### config.mk
export PLATFORM = sky130hd
export DESIGN_NAME = fcw_top
export DESIGN_NICKNAME = d
export VERILOG_FILES = /design/src/design/fcw_pkg.sv /design/src/design/fcw_change_det.sv /design/src/design/fcw_top.sv
export VERILOG_INCLUDE_DIRS = /design/src /design/src/design
export SDC_FILE = /design/constraint.sdc
export NUM_CORES = 1
export LEC_CHECK = 0
export ABC_AREA = 1
export BUFFER_PORTS_ARGS = -buffer_cell sky130_fd_sc_hd__buf_2
export CORE_ASPECT_RATIO = 0.8
export CORE_MARGIN = 2
export CORE_UTILIZATION = 40
export CTS_CLUSTER_SIZE = 16
export DETAILED_ROUTE_END_ITERATION = 7
export HOLD_SLACK_MARGIN = 0.08
export PLACE_DENSITY = 0.69
export SETUP_SLACK_MARGIN = 0.5
export SLEW_MARGIN = 40
export SYNTH_ARGS = -nofsm -noshare
export SYNTH_HDL_FRONTEND = slang
export SYNTH_HIERARCHICAL = 1
export SYNTH_SLANG_ARGS = --single-unit
### constraint.sdc
create_clock -name clk_i -period 1.8 [get_ports clk_i]
set_input_delay 0.36 -clock clk_i [delete_from_list [all_inputs] [get_ports clk_i]]
set_output_delay 0.36 -clock clk_i [all_outputs]
set_load 0.005 [all_outputs]
### src/design/fcw_params.svh
// Purpose: constants for the fieldbus command window block
// Assumes: 16-byte output data area presented as parallel bytes
// Notes: header holds definitions only
`ifndef FCW_PARAMS_SVH
`define FCW_PARAMS_SVH

`define FCW_CMD_NONE 8'h00
`define FCW_CMD_WINDOW 8'hFA
`define FCW_CMD_WRITE 8'hFB
`define FCW_CMD_CLR_RST 8'hFC
`define FCW_BYTE_CMD 0
`define FCW_BYTE_CNT 1
`define FCW_BYTE_ADDR_HI 2
`define FCW_BYTE_ADDR_LO 3
`define FCW_BYTE_DATA 4
`define FCW_MAX_REGS 4'h6
`define FCW_WIN_REGS 4'hC
`define FCW_ADDR_RST 16'h0000
`define FCW_AREA_BYTES 16

`endif

### src/design/fcw_pkg.sv
// Purpose: types for the fieldbus command window block
// Assumes: nothing
// Notes: constants live in fcw_params.svh
`default_nettype none
package fcw_pkg;
   // one-hot command sequencer states
   typedef enum logic [2:0] {
      FCW_IDLE = 3'b001,
      FCW_WRITE = 3'b010,
      FCW_DONE = 3'b100
   } fcw_state_t;
endpackage : fcw_pkg
`default_nettype wire

### src/design/fcw_change_det.sv
// Purpose: detect a change of the command byte to a nonzero code
// Assumes: command byte synchronous to clk_i
// Notes: one pulse per change; zero code arms but never fires
`include "fcw_params.svh"
`default_nettype none
module fcw_change_det (
   // clock and reset
   input wire logic clk_i,
   input wire logic rstn_i,
   // command byte
   input wire logic [7:0] cmd_i,
   // change pulse and the code that caused it
   output logic fire_o,
   output logic [7:0] code_o
);
   logic [7:0] prev_r; // last sampled command byte

   // sample the byte each cycle
   always_ff @(posedge clk_i) begin
      if (!rstn_i) begin
         prev_r <= `FCW_CMD_NONE;
      end else begin
         prev_r <= cmd_i;
      end
   end

   // fire once per change to a nonzero code
   assign fire_o = (cmd_i != prev_r) && (cmd_i != `FCW_CMD_NONE);
   assign code_o = cmd_i;

   // a held code must not fire twice
   property p_no_refire;
      @(posedge clk_i) disable iff (!rstn_i)
      fire_o |=> !fire_o || (cmd_i != $past(cmd_i));
   endproperty
   a_no_refire: assert property (p_no_refire) else $error("command fired twice");

   // zero never fires
   property p_zero_quiet;
      @(posedge clk_i) disable iff (!rstn_i)
      (cmd_i == `FCW_CMD_NONE) |-> !fire_o;
   endproperty
   a_zero_quiet: assert property (p_zero_quiet) else $error("zero code fired");
endmodule : fcw_change_det
`default_nettype wire

### src/design/fcw_top.sv
// Purpose: command interpreter behind a 16-byte fieldbus output area
// Assumes: area bytes synchronous to clk_i, stable while a command runs
// Notes: register writes go out one per cycle on a simple strobe port
//
// Functional notes
// - code 251 writes byte-01 count registers
// - start address in bytes 02-03, MSB first
// - write data from byte 04, MSB first
// - integer value plus decimals as third register
// - code 250 sets twelve-register read window
// - code 252 clears program-reset status bit
// - other nonzero codes pass straight to executor
// - unused bytes and extra data ignored
// - at most six registers per write
`include "fcw_params.svh"
`default_nettype none
module fcw_top (
   // clock and reset
   input wire logic clk_i,
   input wire logic rstn_i,
   // output data area from the fieldbus master
   input wire logic [7:0] area_i [`FCW_AREA_BYTES],
   // program-reset event from the instrument
   input wire logic prog_rst_set_i,
   // holding register write port
   output logic wr_en_o,
   output logic [15:0] wr_addr_o,
   output logic [15:0] wr_data_o,
   // read window
   output logic [15:0] win_start_o,
   output logic [3:0] win_len_o,
   // status bit
   output logic prog_rst_o,
   // direct command pass-through
   output logic cmd_en_o,
   output logic [7:0] cmd_code_o,
   // sequencer busy
   output logic busy_o
);
   ////////////////////////////////////////////////////////////////////
   // declarations
   logic fire; // one-cycle new command
   logic [7:0] code; // current command code
   fcw_pkg::fcw_state_t state_r; // sequencer state
   logic [3:0] left_r; // registers still to write
   logic [3:0] idx_r; // register index within data area
   logic [15:0] base_r; // latched start address

   // 16-bit big-endian word from two area bytes
   function automatic logic [15:0] be16(input logic [7:0] hi, input logic [7:0] lo);
      be16 = {hi, lo};
   endfunction : be16

   // clamp a requested count to what the area can carry
   function automatic logic [3:0] clamp_cnt(input logic [7:0] n);
      clamp_cnt = (n > 8'(`FCW_MAX_REGS)) ? `FCW_MAX_REGS : n[3:0];
   endfunction : clamp_cnt

   ////////////////////////////////////////////////////////////////////
   // change detector
   fcw_change_det u_det (
      .clk_i(clk_i),
      .rstn_i(rstn_i),
      .cmd_i(area_i[`FCW_BYTE_CMD]),
      .fire_o(fire),
      .code_o(code)
   );

   ////////////////////////////////////////////////////////////////////
   // write sequencer state
   always_ff @(posedge clk_i) begin
      if (!rstn_i) begin
         state_r <= fcw_pkg::FCW_IDLE;
         left_r <= 4'h0;
         idx_r <= 4'h0;
         base_r <= `FCW_ADDR_RST;
      end else begin
         case (state_r)
            fcw_pkg::FCW_IDLE: begin
               // latch count and address on a write command
               if (fire && code == `FCW_CMD_WRITE) begin
                  left_r <= clamp_cnt(area_i[`FCW_BYTE_CNT]);
                  base_r <= be16(area_i[`FCW_BYTE_ADDR_HI], area_i[`FCW_BYTE_ADDR_LO]);
                  idx_r <= 4'h0;
                  state_r <= fcw_pkg::FCW_WRITE;
               end
            end
            fcw_pkg::FCW_WRITE: begin
               // one register per cycle until count spent
               if (left_r == 4'h0) begin
                  state_r <= fcw_pkg::FCW_DONE;
               end else begin
                  left_r <= left_r - 4'h1;
                  idx_r <= idx_r + 4'h1;
               end
            end
            fcw_pkg::FCW_DONE: begin
               state_r <= fcw_pkg::FCW_IDLE;
            end
            default: begin
               state_r <= fcw_pkg::FCW_IDLE;
            end
         endcase
      end
   end

   assign busy_o = (state_r != fcw_pkg::FCW_IDLE);

   ////////////////////////////////////////////////////////////////////
   // register write port outputs
   always_ff @(posedge clk_i) begin
      if (!rstn_i) begin
         wr_en_o <= 1'b0;
         wr_addr_o <= 16'h0000;
         wr_data_o <= 16'h0000;
      end else if (state_r == fcw_pkg::FCW_WRITE && left_r != 4'h0) begin
         // bytes past the count are never read
         wr_en_o <= 1'b1;
         wr_addr_o <= base_r + {12'h000, idx_r};
         wr_data_o <= be16(area_i[`FCW_BYTE_DATA + 2 * idx_r],
                           area_i[`FCW_BYTE_DATA + 2 * idx_r + 1]);
      end else begin
         wr_en_o <= 1'b0;
      end
   end

   ////////////////////////////////////////////////////////////////////
   // read window start
   always_ff @(posedge clk_i) begin
      if (!rstn_i) begin
         win_start_o <= `FCW_ADDR_RST;
      end else if (fire && code == `FCW_CMD_WINDOW) begin
         // byte 01 plays no part here
         win_start_o <= be16(area_i[`FCW_BYTE_ADDR_HI], area_i[`FCW_BYTE_ADDR_LO]);
      end
   end

   assign win_len_o = `FCW_WIN_REGS;

   ////////////////////////////////////////////////////////////////////
   // program-reset indication, set wins over clear
   always_ff @(posedge clk_i) begin
      if (!rstn_i) begin
         prog_rst_o <= 1'b1;
      end else if (prog_rst_set_i) begin
         prog_rst_o <= 1'b1;
      end else if (fire && code == `FCW_CMD_CLR_RST) begin
         prog_rst_o <= 1'b0;
      end
   end

   ////////////////////////////////////////////////////////////////////
   // direct commands pass through as one-cycle strobe
   always_ff @(posedge clk_i) begin
      if (!rstn_i) begin
         cmd_en_o <= 1'b0;
         cmd_code_o <= `FCW_CMD_NONE;
      end else begin
         cmd_en_o <= fire && code != `FCW_CMD_WRITE && code != `FCW_CMD_WINDOW
                     && code != `FCW_CMD_CLR_RST;
         if (fire) begin
            cmd_code_o <= code;
         end
      end
   end

   ////////////////////////////////////////////////////////////////////
   // checks
   property p_win_load;
      @(posedge clk_i) disable iff (!rstn_i)
      (fire && code == `FCW_CMD_WINDOW) |=>
         win_start_o == $past({area_i[`FCW_BYTE_ADDR_HI], area_i[`FCW_BYTE_ADDR_LO]});
   endproperty
   a_win_load: assert property (p_win_load) else $error("window start wrong");

   property p_clr;
      @(posedge clk_i) disable iff (!rstn_i)
      (fire && code == `FCW_CMD_CLR_RST && !prog_rst_set_i) |=> !prog_rst_o;
   endproperty
   a_clr: assert property (p_clr) else $error("reset bit not cleared");

   property p_direct;
      @(posedge clk_i) disable iff (!rstn_i)
      (fire && code < `FCW_CMD_WINDOW) |=> cmd_en_o && cmd_code_o == $past(code);
   endproperty
   a_direct: assert property (p_direct) else $error("direct command lost");

   property p_first_wr;
      @(posedge clk_i) disable iff (!rstn_i)
      (fire && code == `FCW_CMD_WRITE && area_i[`FCW_BYTE_CNT] != 8'h00 && !busy_o)
         |-> ##2 wr_en_o
         && wr_addr_o == $past({area_i[`FCW_BYTE_ADDR_HI], area_i[`FCW_BYTE_ADDR_LO]}, 2);
   endproperty
   a_first_wr: assert property (p_first_wr) else $error("first write missing");

   property p_max_six;
      @(posedge clk_i) disable iff (!rstn_i)
      wr_en_o |-> idx_r <= `FCW_MAX_REGS;
   endproperty
   a_max_six: assert property (p_max_six) else $error("too many registers");

   property p_no_wr_idle;
      @(posedge clk_i) disable iff (!rstn_i)
      (state_r == fcw_pkg::FCW_IDLE) |=> !wr_en_o;
   endproperty
   a_no_wr_idle: assert property (p_no_wr_idle) else $error("stray write");

   property p_len;
      @(posedge clk_i) disable iff (!rstn_i)
      win_len_o == `FCW_WIN_REGS;
   endproperty
   a_len: assert property (p_len) else $error("window length wrong");

   property p_data0;
      @(posedge clk_i) disable iff (!rstn_i)
      (state_r == fcw_pkg::FCW_WRITE && left_r != 4'h0 && idx_r == 4'h0) |=>
         wr_data_o == $past({area_i[`FCW_BYTE_DATA], area_i[`FCW_BYTE_DATA + 1]});
   endproperty
   a_data0: assert property (p_data0) else $error("first data word wrong");
endmodule : fcw_top
`default_nettype wire

==> flow_summary.toml, run 1 <==
[critical_path]
cpPeakStageDelay_ps = 340
worst_path_max_delay_cell = "sky130_fd_sc_hd__dfxtp_2"
worst_path_dominant_cell_family = "simple AND/OR/NAND/NOR gates"
critPathCaptureType = "register"
start_kind = "register"
ff2ff_path_depth = 13
cp_max_fo = 8
path_common_cell = "sky130_fd_sc_hd__nand2_1"
worst-endpoint-arrival_ps = 1900
worstSetupPathDepth = 13
worstSetupEndpoint = "base_r[12]"
regToRegEndpoint = "base_r[12]"
crit-reg2reg-launch = "u_det/prev_r[3]"
cells_traversed_along_the_worst_timing_path = "inv_2 > nand2_1 > nand2_1 > nor2_1 > nand2_1 > nor2_2 > nor2_4 > nand4_4 > nor2_4 > buf_12 > buf_16 > nand2_2 > nand2_1"
crit_buf_inv = 3
worst-r2r-setup-slack_ps = 190
critical_path_required_ps = 2090
critical_path.startpoint = "u_det/prev_r[3]"
worst-setup-path-type = "reg2reg"

[cts]
cts-buffers-inserted = 9
clkLatencyLatePin_ps = 350
cts-root-buf = "sky130_fd_sc_hd__clkbuf_16"
cts_tree = "yes"
cts.sink_count = 94
clk_pin_slew_ps = 70
number_of_h_tree_levels = 3
clk_path_buf_depth = 2

[grt]
grt_antenna_before_repair = 0
grt_use_met1 = 0.3530
grt_max_degree = 133
grt-busiest-layer = "met2"
grt_first_pass_wirelength_mm = 29.32
grt_util_met2 = 0.4061
vias_in_the_first_global_route = 5676
globalRouteTotalUtil = 0.2560
grt_util_met3 = 0.05393
global_route.overflow_total = 0

[finish]
fillerInstances = 1260
finalNonFillerCells = 1256
final_antenna_diode_count = 0
drive_gt1_frac = 0.3606
final_net_count = 1210
stdcell_area_mm2 = 0.008041
flow.area_growth_from_synthesis_pct = 46.17

[place]
dpl_cell_area_mm2 = 0.006807
place.gp.congestion = 0.8840
io_buffers = 190
place.detailed.hpwl_mm = 12.49
post-place-cells = 1202

[timing]
setup-violations-final = 0
maxClockFrequency_ghz = 0.6207
rsz0062_at_grt = "true"
slew_viol_final = 0
skew_ps = 5.231
setup-tns-final_ps = 0
hold_ws_ps = 197.1
timing.final.crit_period_ps = 1611
layout_worst_path_cycle_share = 0.8951
hold_viol = 0

[pwr]
power.static_leakage_nw = 3.995
power_density_mw_per_mm2 = 568.8
highest_ir_drop_seen_on_vdd_uv = 391.2

[synthesis]
seq_area_frac_synth = 0.3421
post_synth_num_cell_types = 34
synth.top_cell.area_share = 0.3421
warnings_from_yosys = 6
synth_most_common_cell = "sky130_fd_sc_hd__nand2_1"
post_synth_most_frequent_cells = "sky130_fd_sc_hd__nand2_1, sky130_fd_sc_hd__inv_1, sky130_fd_sc_hd__o21ai_0, sky130_fd_sc_hd__dfxtp_1, sky130_fd_sc_hd__a21oi_1"
synthArstFlopShare = 0
largest_cells_by_area_after_synthesis = "sky130_fd_sc_hd__dfxtp_1, sky130_fd_sc_hd__nand2_1, sky130_fd_sc_hd__o21ai_0"
synth_largest_area_cell = "sky130_fd_sc_hd__dfxtp_1"
yosys_register_bits = 94
synthesis.area_mm2 = 0.005502
synthFlopType = "sky130_fd_sc_hd__dfxtp_1"
synth_enable_flop_cells = 0
netlist_instances = 865
synthesis.area_per_instance_um2 = 6.360

[die]
chipHeight_um = 108.9
placementRows = 38
top_level_ports = 195
die_x_um = 135.1
placeableCoreArea_mm2 = 0.01350
start_util = 0.4074
die_area_mm2 = 0.01471

[detailed_routing]
route.vias.total = 6333
drtIter0Drc = 381
detail_route.drc_violations = 0
detail_route.wl_per_cell_um = 15.50
pre_repair_dr_iteration_count = 6
final_antenna_net_count = 0
routed_wirelength_mm = 19.47
vias_per_cell = 5.042

[run]
total_of_max_cap_violations = 0

[worst_hold_path]
hp-class = "in2reg"

[run_status]
outcome = "finished, final reports clean"
-- worst min-delay path by stage --
stage | from | to | cells after the start
detailed placement | win_start_o[13] | win_start_o[13] | 2
CTS | prog_rst_set_i | prog_rst_o | 3
global route | prog_rst_set_i | prog_rst_o | 3
finish | prog_rst_set_i | prog_rst_o | 3
floorplan | win_start_o[0] | win_start_o[0] | 2
global placement | win_start_o[8] | win_start_o[8] | 2
-- kinds of logic (layout without fill, tap and decap cells) --
family / Yosys count / in the layout / share of synthesized area
adder cells (fa/ha/maj): 8 / 8 / 0.01956
AO/OA/AOI/OAI: 235 / 235 / 0.2224
flip-flops: 94 / 94 / 0.3421
other: 2 / 4 / 0.001365
buffers and inverters: 207 / 414 / 0.1578
XOR/XNOR: 6 / 6 / 0.009552
AND/OR/NAND/NOR: 313 / 315 / 0.2472
-- per-stage QoR --
stage                 util  setup slack, ps  total power [mW]
finish              0.5955            188.8             4.574
global route        0.5955            95.48             4.743
CTS                 0.5666            266.4             4.562
detailed placement  0.5041            57.66             2.590
global placement    0.5041            77.52             2.588
floorplan                -            335.7             2.356
-- layer usage --
metal  part of all wire  vias to the layer above  wire (µm)
met2               0.46                      220       8861
met1               0.45                     2914       8804
met3              0.071                       30       1375
li1                   -                     3169          -
met4              0.022                        0        432
met5                  0                        -          0
-- where the power goes --
part | total [mW] | internal [mW] | switching (mW)
combinational | 0.459 | 0.206 | 0.254
sequential | 2.11 | 2.10 | 0.0125
clock | 2.00 | 1.15 | 0.850
-- area by class of cell --
cell class / instances / area (µm²) / area share
inverter: 149 / 630.6 / 0.07842
clock buffer: 13 / 260.3 / 0.03236
clock inverter: 3 / 42.54 / 0.005290
sequential: 94 / 1909 / 0.2374
multi-input combinational: 568 / 3278 / 0.4077
tap: 180 / 225.2 / 0.02801
timing repair buffer: 249 / 1695 / 0.2108
-- cell usage in the layout (no fill, tap or decap), types with 6 or more instances in the layout --
cell type / synthesis / layout
sky130_fd_sc_hd__nor2_2: 1 / 8
sky130_fd_sc_hd__nand2_2: 0 / 19
sky130_fd_sc_hd__nand3_1: 53 / 37
sky130_fd_sc_hd__o21ai_1: 14 / 58
sky130_fd_sc_hd__buf_2: 17 / 190
sky130_fd_sc_hd__nand2_1: 152 / 117
sky130_fd_sc_hd__dfxtp_2: 0 / 10
sky130_fd_sc_hd__a21oi_1: 90 / 85
sky130_fd_sc_hd__buf_4: 16 / 33
sky130_fd_sc_hd__buf_12: 0 / 10
sky130_fd_sc_hd__o21ai_0: 111 / 61
sky130_fd_sc_hd__nand3_4: 0 / 6
sky130_fd_sc_hd__dfxtp_1: 94 / 80
sky130_fd_sc_hd__o21ai_2: 0 / 6
sky130_fd_sc_hd__nand2_4: 3 / 18
sky130_fd_sc_hd__buf_6: 1 / 7
sky130_fd_sc_hd__nand4_1: 7 / 7
sky130_fd_sc_hd__clkbuf_16: 0 / 11
sky130_fd_sc_hd__inv_2: 6 / 6
sky130_fd_sc_hd__nor2_1: 87 / 77
sky130_fd_sc_hd__inv_1: 142 / 131
sky130_fd_sc_hd__nand3_2: 0 / 10
sky130_fd_sc_hd__o211ai_1: 18 / 18
-- tightest hold or removal path, cell delays in order --
cell and delay (ps):
sky130_fd_sc_hd__buf_2 80, sky130_fd_sc_hd__nor2_1 30, sky130_fd_sc_hd__nand2_1 50
-- flip-flops by register name (all words and copies together) (netlist names) --
signal        cells
u_det/prev_r      8
state_r           3
cmd_en_o          1
base_r           16
win_start_o      16
wr_data_o        16
left_r            4
wr_addr_o        16
idx_r             4
cmd_code_o        8
wr_en_o           1
prog_rst_o        1
-- repair_timing --
item	4_1_cts	5_1_grt
gates resized for setup	69	73
setup buffers	22	8
setup endpoints to repair	85	86
pin swaps	17	25
hold buffers	0	0
hold endpoints to repair	0	0
gates cloned	6	2
(Power assumes the default switching activity.)
==> run 2, diff against run 1 <==
--- a/config.mk
+++ b/config.mk
@@ -16,7 +16,7 @@
 export HOLD_SLACK_MARGIN = 0.08
 export PLACE_DENSITY = 0.69
 export SETUP_SLACK_MARGIN = 0.5
-export SLEW_MARGIN = 40
+export SLEW_MARGIN = 20
 export SYNTH_ARGS = -nofsm -noshare
 export SYNTH_HDL_FRONTEND = slang
 export SYNTH_HIERARCHICAL = 1
==> constraint.sdc (replaced) <==
create_clock -name clk_i -period 1.8 [get_ports clk_i]
set_input_delay 0.27 -clock clk_i [delete_from_list [all_inputs] [get_ports clk_i]]
set_output_delay 0.27 -clock clk_i [all_outputs]
set_load 0.005 [all_outputs]
==> run 2 against run 1 <==
Net effect: via count decreased by 2.4%; cell count decreased by 1.3%; routed wire length shrank 4.0%; clock-buffer cell count unchanged; worst setup slack better by 64 ps; sequential share of layout area increased by 1.5 points; utilization decreased by 3.5 points; total power shrank 3.7%; largest power group unchanged.
==> flow_summary.toml, run 2 (same netlist as run 1, synthesis figures left out) <==
[cts]
cts-buffers-inserted = 9
cts.sink_count = 94
clk_pin_slew_ps = 70
cts_tree = "yes"
clkLatencyLatePin_ps = 350
cts-root-buf = "sky130_fd_sc_hd__clkbuf_16"
clk_path_buf_depth = 2
cts-hold-fix-buffers = 0
number_of_h_tree_levels = 3

[pwr]
p_sw_mw = 1.062
p_int_mw = 3.342
combinationalPowerShare = 0.095
power_density_mw_per_mm2 = 581.9
portion_of_total_power_attributed_to_the_clock_network = 0.425
power.static_leakage_nw = 3.741
sw_frac_of_total = 0.2412
highest_ir_drop_seen_on_vdd_uv = 438.8
seqPwrFrac = 0.480

[grt]
grt_antenna_before_repair = 1
grt_max_degree = 133
global_route.overflow_total = 0
vias_in_the_first_global_route = 5465
globalRouteTotalUtil = 0.2421
grt_first_pass_wirelength_mm = 27.81

[place]
post-place-cells = 1195
io_buffers = 190
dpl_cell_area_mm2 = 0.006651
place.gp.congestion = 0.9089
place.detailed.hpwl_mm = 12.54

[finish]
layout.cells.most_common = "sky130_fd_sc_hd__buf_2"
stdcell_area_mm2 = 0.007569
final_net_count = 1195
multiInputGateArea_mm2 = 0.003053
mostFrequentLayoutCells = "sky130_fd_sc_hd__buf_2, sky130_fd_sc_hd__nand2_1, sky130_fd_sc_hd__inv_1"
fin_util = 0.5605
seq_area_mm2 = 0.001913
flow.area_growth_from_synthesis_pct = 37.57
drive_gt1_frac = 0.3208
finalNonFillerCells = 1240
final_antenna_diode_count = 0
fillerInstances = 1346

[timing]
skew_ps = 11.02
worst_pin_slew_ps = 735.7
hold_ws_ps = 118.5
timing.final.crit_period_ps = 1547
max_slew_margin = 0.5095
setup-tns-final_ps = 0
slew_viol_final = 0
maxClockFrequency_ghz = 0.6465
setup-violations-final = 0
rsz0062_at_grt = "true"
hold_viol = 0
layout_worst_path_cycle_share = 0.8594

[die]
top_level_ports = 195
die_x_um = 135.1
die_area_mm2 = 0.01471
placementRows = 38
placeableCoreArea_mm2 = 0.01350
start_util = 0.4074
chipHeight_um = 108.9

[detailed_routing]
drtIter0Drc = 432
route.vias.total = 6184
detail_route.wl_per_cell_um = 15.08
met2_length_mm = 8.328
routed_wirelength_mm = 18.70
dr_wl_met3_mm = 1.281
detail_route.drc_violations = 0
vias_per_cell = 4.987
top_layer = "met5"
pre_repair_dr_iteration_count = 5
drt-met1-wl_mm = 8.776
final_antenna_net_count = 0

[worst_hold_path]
hp-class = "in2reg"

[critical_path]
critical_path_required_ps = 2040
critPathCaptureType = "register"
worst-endpoint-arrival_ps = 1790
start_kind = "register"
cells_traversed_along_the_worst_timing_path = "inv_2 > ha_4 > nor3b_4 > nor2_8 > buf_6 > buf_16 > o21ai_1 > a21oi_2"
worst-setup-path-type = "reg2reg"
cp_max_fo = 8
worst_path_max_delay_cell = "sky130_fd_sc_hd__dfxtp_2"
worst-r2r-setup-slack_ps = 250
cpPeakStageDelay_ps = 320
crit_buf_inv = 3
worst_path_dominant_cell_family = "simple AND/OR/NAND/NOR gates"

[run_status]
outcome = "finished, final reports clean"

[run]
total_of_max_cap_violations = 0
run 2: tightest hold or removal path: stages:
cell	delay, ps
sky130_fd_sc_hd__buf_2	70
sky130_fd_sc_hd__nor2_1	40
sky130_fd_sc_hd__nand2_1	50
run 2: per-layer routing:
metal	vias to the layer above	global-route usage
met5	-	0
met4	2	0.06696
met3	27	0.06416
met2	184	0.3843
met1	2834	0.3266
li1	3137	-
run 2: layout make-up:
type,count,area share
clock buffers,13,0.03587
clock inverters,2,0.001984
inverters,149,0.07538
multi-input cells,567,0.4034
flip-flops and latches,94,0.2528
well taps,180,0.02976
repair buffers,235,0.2009
run 2: timing repair:
item                                    4_1_cts  5_1_grt
pin swaps                                    21       23
gates cloned                                  4        4
buffers inserted                             17        5
endpoints found under the setup margin       85       85
resized for setup                            54       34
run 2: metrics by stage:
| stage | setup slack (ps) | power [mW] |
|---|---|---|
| CTS | 274.1 | 4.406 |
| detailed placement | 60.46 | 2.562 |
| finish | 253.1 | 4.404 |
| global route | 143.5 | 4.570 |
| global placement | 92.70 | 2.561 |
| floorplan | 335.7 | 2.349 |
run 2: power by group through the flow:
stage	Clock (mW)	Combinational [mW]	Sequential, mW
floorplan	0	0.187	2.16
global placement	0	0.399	2.16
detailed placement	0	0.401	2.16
CTS	1.89	0.408	2.11
global route	1.99	0.468	2.11
finish	1.87	0.418	2.11
run 2: final timing paths:
path,start,to,depth (start not counted)
max,left_r[0],wr_data_o[5],8
max reg2reg,left_r[0],wr_data_o[5],8
min reg2reg,win_start_o[1],win_start_o[1],2
min,prog_rst_set_i,prog_rst_o,3
==> run 3, diff against run 2 <==
==> constraint.sdc (replaced) <==
create_clock -name clk_i -period 1.8 [get_ports clk_i]
set_input_delay 0.27 -clock clk_i [delete_from_list [all_inputs] [get_ports clk_i]]
set_output_delay 0.27 -clock clk_i [all_outputs]
set_load 0.01 [all_outputs]
==> run 3 against run 2 <==
Net effect: non-clock buffer count is the same; total power is essentially flat; final area about the same; worst setup slack barely moved; hold slack improved by 0.71 ps; first-iteration DRC count up 0.93%; routed wire length is 0.17% lower; clock power hardly changed.
==> flow_summary.toml, run 3 (same netlist as run 1, synthesis figures left out) <==
[run_status]
outcome = "finished, final reports clean"

[timing]
maxClockFrequency_ghz = 0.6467
skew_ps = 10.53
timing.final.crit_period_ps = 1546
hold_ws_ps = 119.2
slew_viol_final = 0
worst_pin_slew_ps = 739.7
max_slew_margin = 0.5069
hold_viol = 0
layout_worst_path_cycle_share = 0.8591
setup-violations-final = 0
final_critical_path_setup_slack_ps = 253.6
rsz0062_at_grt = "true"
setup-tns-final_ps = 0

[finish]
final_net_count = 1195
finalNonFillerCells = 1240
fin_util = 0.5610
drive_gt1_frac = 0.3208
mostFrequentLayoutCells = "sky130_fd_sc_hd__buf_2, sky130_fd_sc_hd__nand2_1, sky130_fd_sc_hd__inv_1"
layout.cells.most_common = "sky130_fd_sc_hd__buf_2"
flow.area_growth_from_synthesis_pct = 37.68
stdcell_area_mm2 = 0.007575
final_antenna_diode_count = 0

[detailed_routing]
vias_per_cell = 4.980
drtIter0Drc = 436
detail_route.drc_violations = 0
routed_wirelength_mm = 18.67
detail_route.wl_per_cell_um = 15.06
final_antenna_net_count = 0
route.vias.total = 6175
pre_repair_dr_iteration_count = 5

[critical_path]
worst-r2r-setup-slack_ps = 250
crit-reg2reg-launch = "left_r[0]"
worst_path_max_delay_cell = "sky130_fd_sc_hd__dfxtp_2"
cp_max_fo = 8
cells_traversed_along_the_worst_timing_path = "inv_2 > ha_4 > nor3b_4 > nor2_8 > buf_6 > buf_16 > o21ai_1 > a21oi_2"
critical_path_required_ps = 2040
cpPeakStageDelay_ps = 320
start_kind = "register"
regToRegEndpoint = "wr_data_o[5]"
worst-setup-path-type = "reg2reg"
critPathCaptureType = "register"
worst-endpoint-arrival_ps = 1790
ff2ff_path_depth = 8

[pwr]
sw_frac_of_total = 0.2415
portion_of_total_power_attributed_to_the_clock_network = 0.424
power.static_leakage_nw = 3.741
p_sw_mw = 1.064
highest_ir_drop_seen_on_vdd_uv = 437.1
p_int_mw = 3.342
combinationalPowerShare = 0.096
final_total_pwr_mw = 4.406
seqPwrFrac = 0.479
power_density_mw_per_mm2 = 581.7

[grt]
globalRouteTotalUtil = 0.2421
grt_first_pass_wirelength_mm = 27.81
grt_max_degree = 133
global_route.overflow_total = 0
grt_antenna_before_repair = 1
vias_in_the_first_global_route = 5465

[place]
post-place-cells = 1195
io_buffers = 190
place_worst_setup_slack_ps = 60.46
place.detailed.hpwl_mm = 12.54
dpl_cell_area_mm2 = 0.006651
place.gp.congestion = 0.9089

[run]
total_of_max_cap_violations = 0

[cts]
cts-root-buf = "sky130_fd_sc_hd__clkbuf_16"
cts.sink_count = 94
clk_path_buf_depth = 2
clk_pin_slew_ps = 70
number_of_h_tree_levels = 3
cts_tree = "yes"
cts-buffers-inserted = 9
clkLatencyLatePin_ps = 350

[die]
die_area_mm2 = 0.01471
placeableCoreArea_mm2 = 0.01350
top_level_ports = 195
start_util = 0.4074
die_x_um = 135.1
placementRows = 38
chipHeight_um = 108.9

[worst_hold_path]
endpoint_of_the_worst_hold_timing_path = "prog_rst_o"
min_delay_path_depth = 3
hp-class = "in2reg"
worstHoldStart = "prog_rst_set_i"
-- run 3: cell count changes in the layout (fill, tap and decap cells not counted) --
| cell | previous run | this run |
|---|---|---|
| sky130_fd_sc_hd__buf_2 | 191 | 190 |
| sky130_fd_sc_hd__buf_6 | 5 | 6 |
-- run 3: routing by layer --
| layer | track usage | vias to the layer above | wire (µm) |
|---|---|---|---|
| met5 | 0 | - | 8 |
| met4 | 0.06696 | 2 | 325 |
| met3 | 0.06416 | 26 | 1410 |
| met2 | 0.3843 | 211 | 8275 |
| met1 | 0.3266 | 2799 | 8651 |
| li1 | - | 3137 | - |
-- run 3: worst max-delay path by stage --
stage | from | end | slack, ps
6_report | left_r[0] | wr_data_o[5] | 250
5_1_grt | left_r[0] | idx_r[0] | 140
4_1_cts | u_det/prev_r[3] | base_r[5] | 270
3_5_place_dp | area_i[120] | base_r[5] | 60
3_3_place_gp | idx_r[1] | wr_data_o[9] | 90
2_1_floorplan | idx_r[0] | wr_addr_o[4] | 340
-- run 3: timing repair --
action,4_1_cts,5_1_grt
setup endpoints to repair,85,85
endpoints found under the hold margin,0,0
gates resized for setup,54,35
buffers inserted,17,5
pin swaps,21,23
cloned,4,4
hold buffers,0,0
-- run 3: critical path: cells and delay by family (launching register included) --
kind                       cells  cell delay, ps
and+or+nand+nor                2             430
buffers and inverters          3             370
DFF                            1             320
AOI/OAI and AO/OA              2             180
adders and majority gates      1             130
-- run 3: power by group through the flow --
stage	sequential [mW]	clock [mW]	combinational, mW
CTS	2.11	1.89	0.415
detailed placement	2.16	0	0.408
global placement	2.16	0	0.406
finish	2.11	1.87	0.425
floorplan	2.17	0	0.189
global route	2.11	1.99	0.475
-- run 3: final cells by class --
cell class,count,area (µm²)
Timing Repair Buffer,235,1526
Tap cell,180,225.2
Clock inverter,2,15.01
Clock buffer,13,271.5
Inverter,149,570.5
Sequential cell,94,1913
Fill cell,1347,5928
Multi-Input combinational cell,567,3053
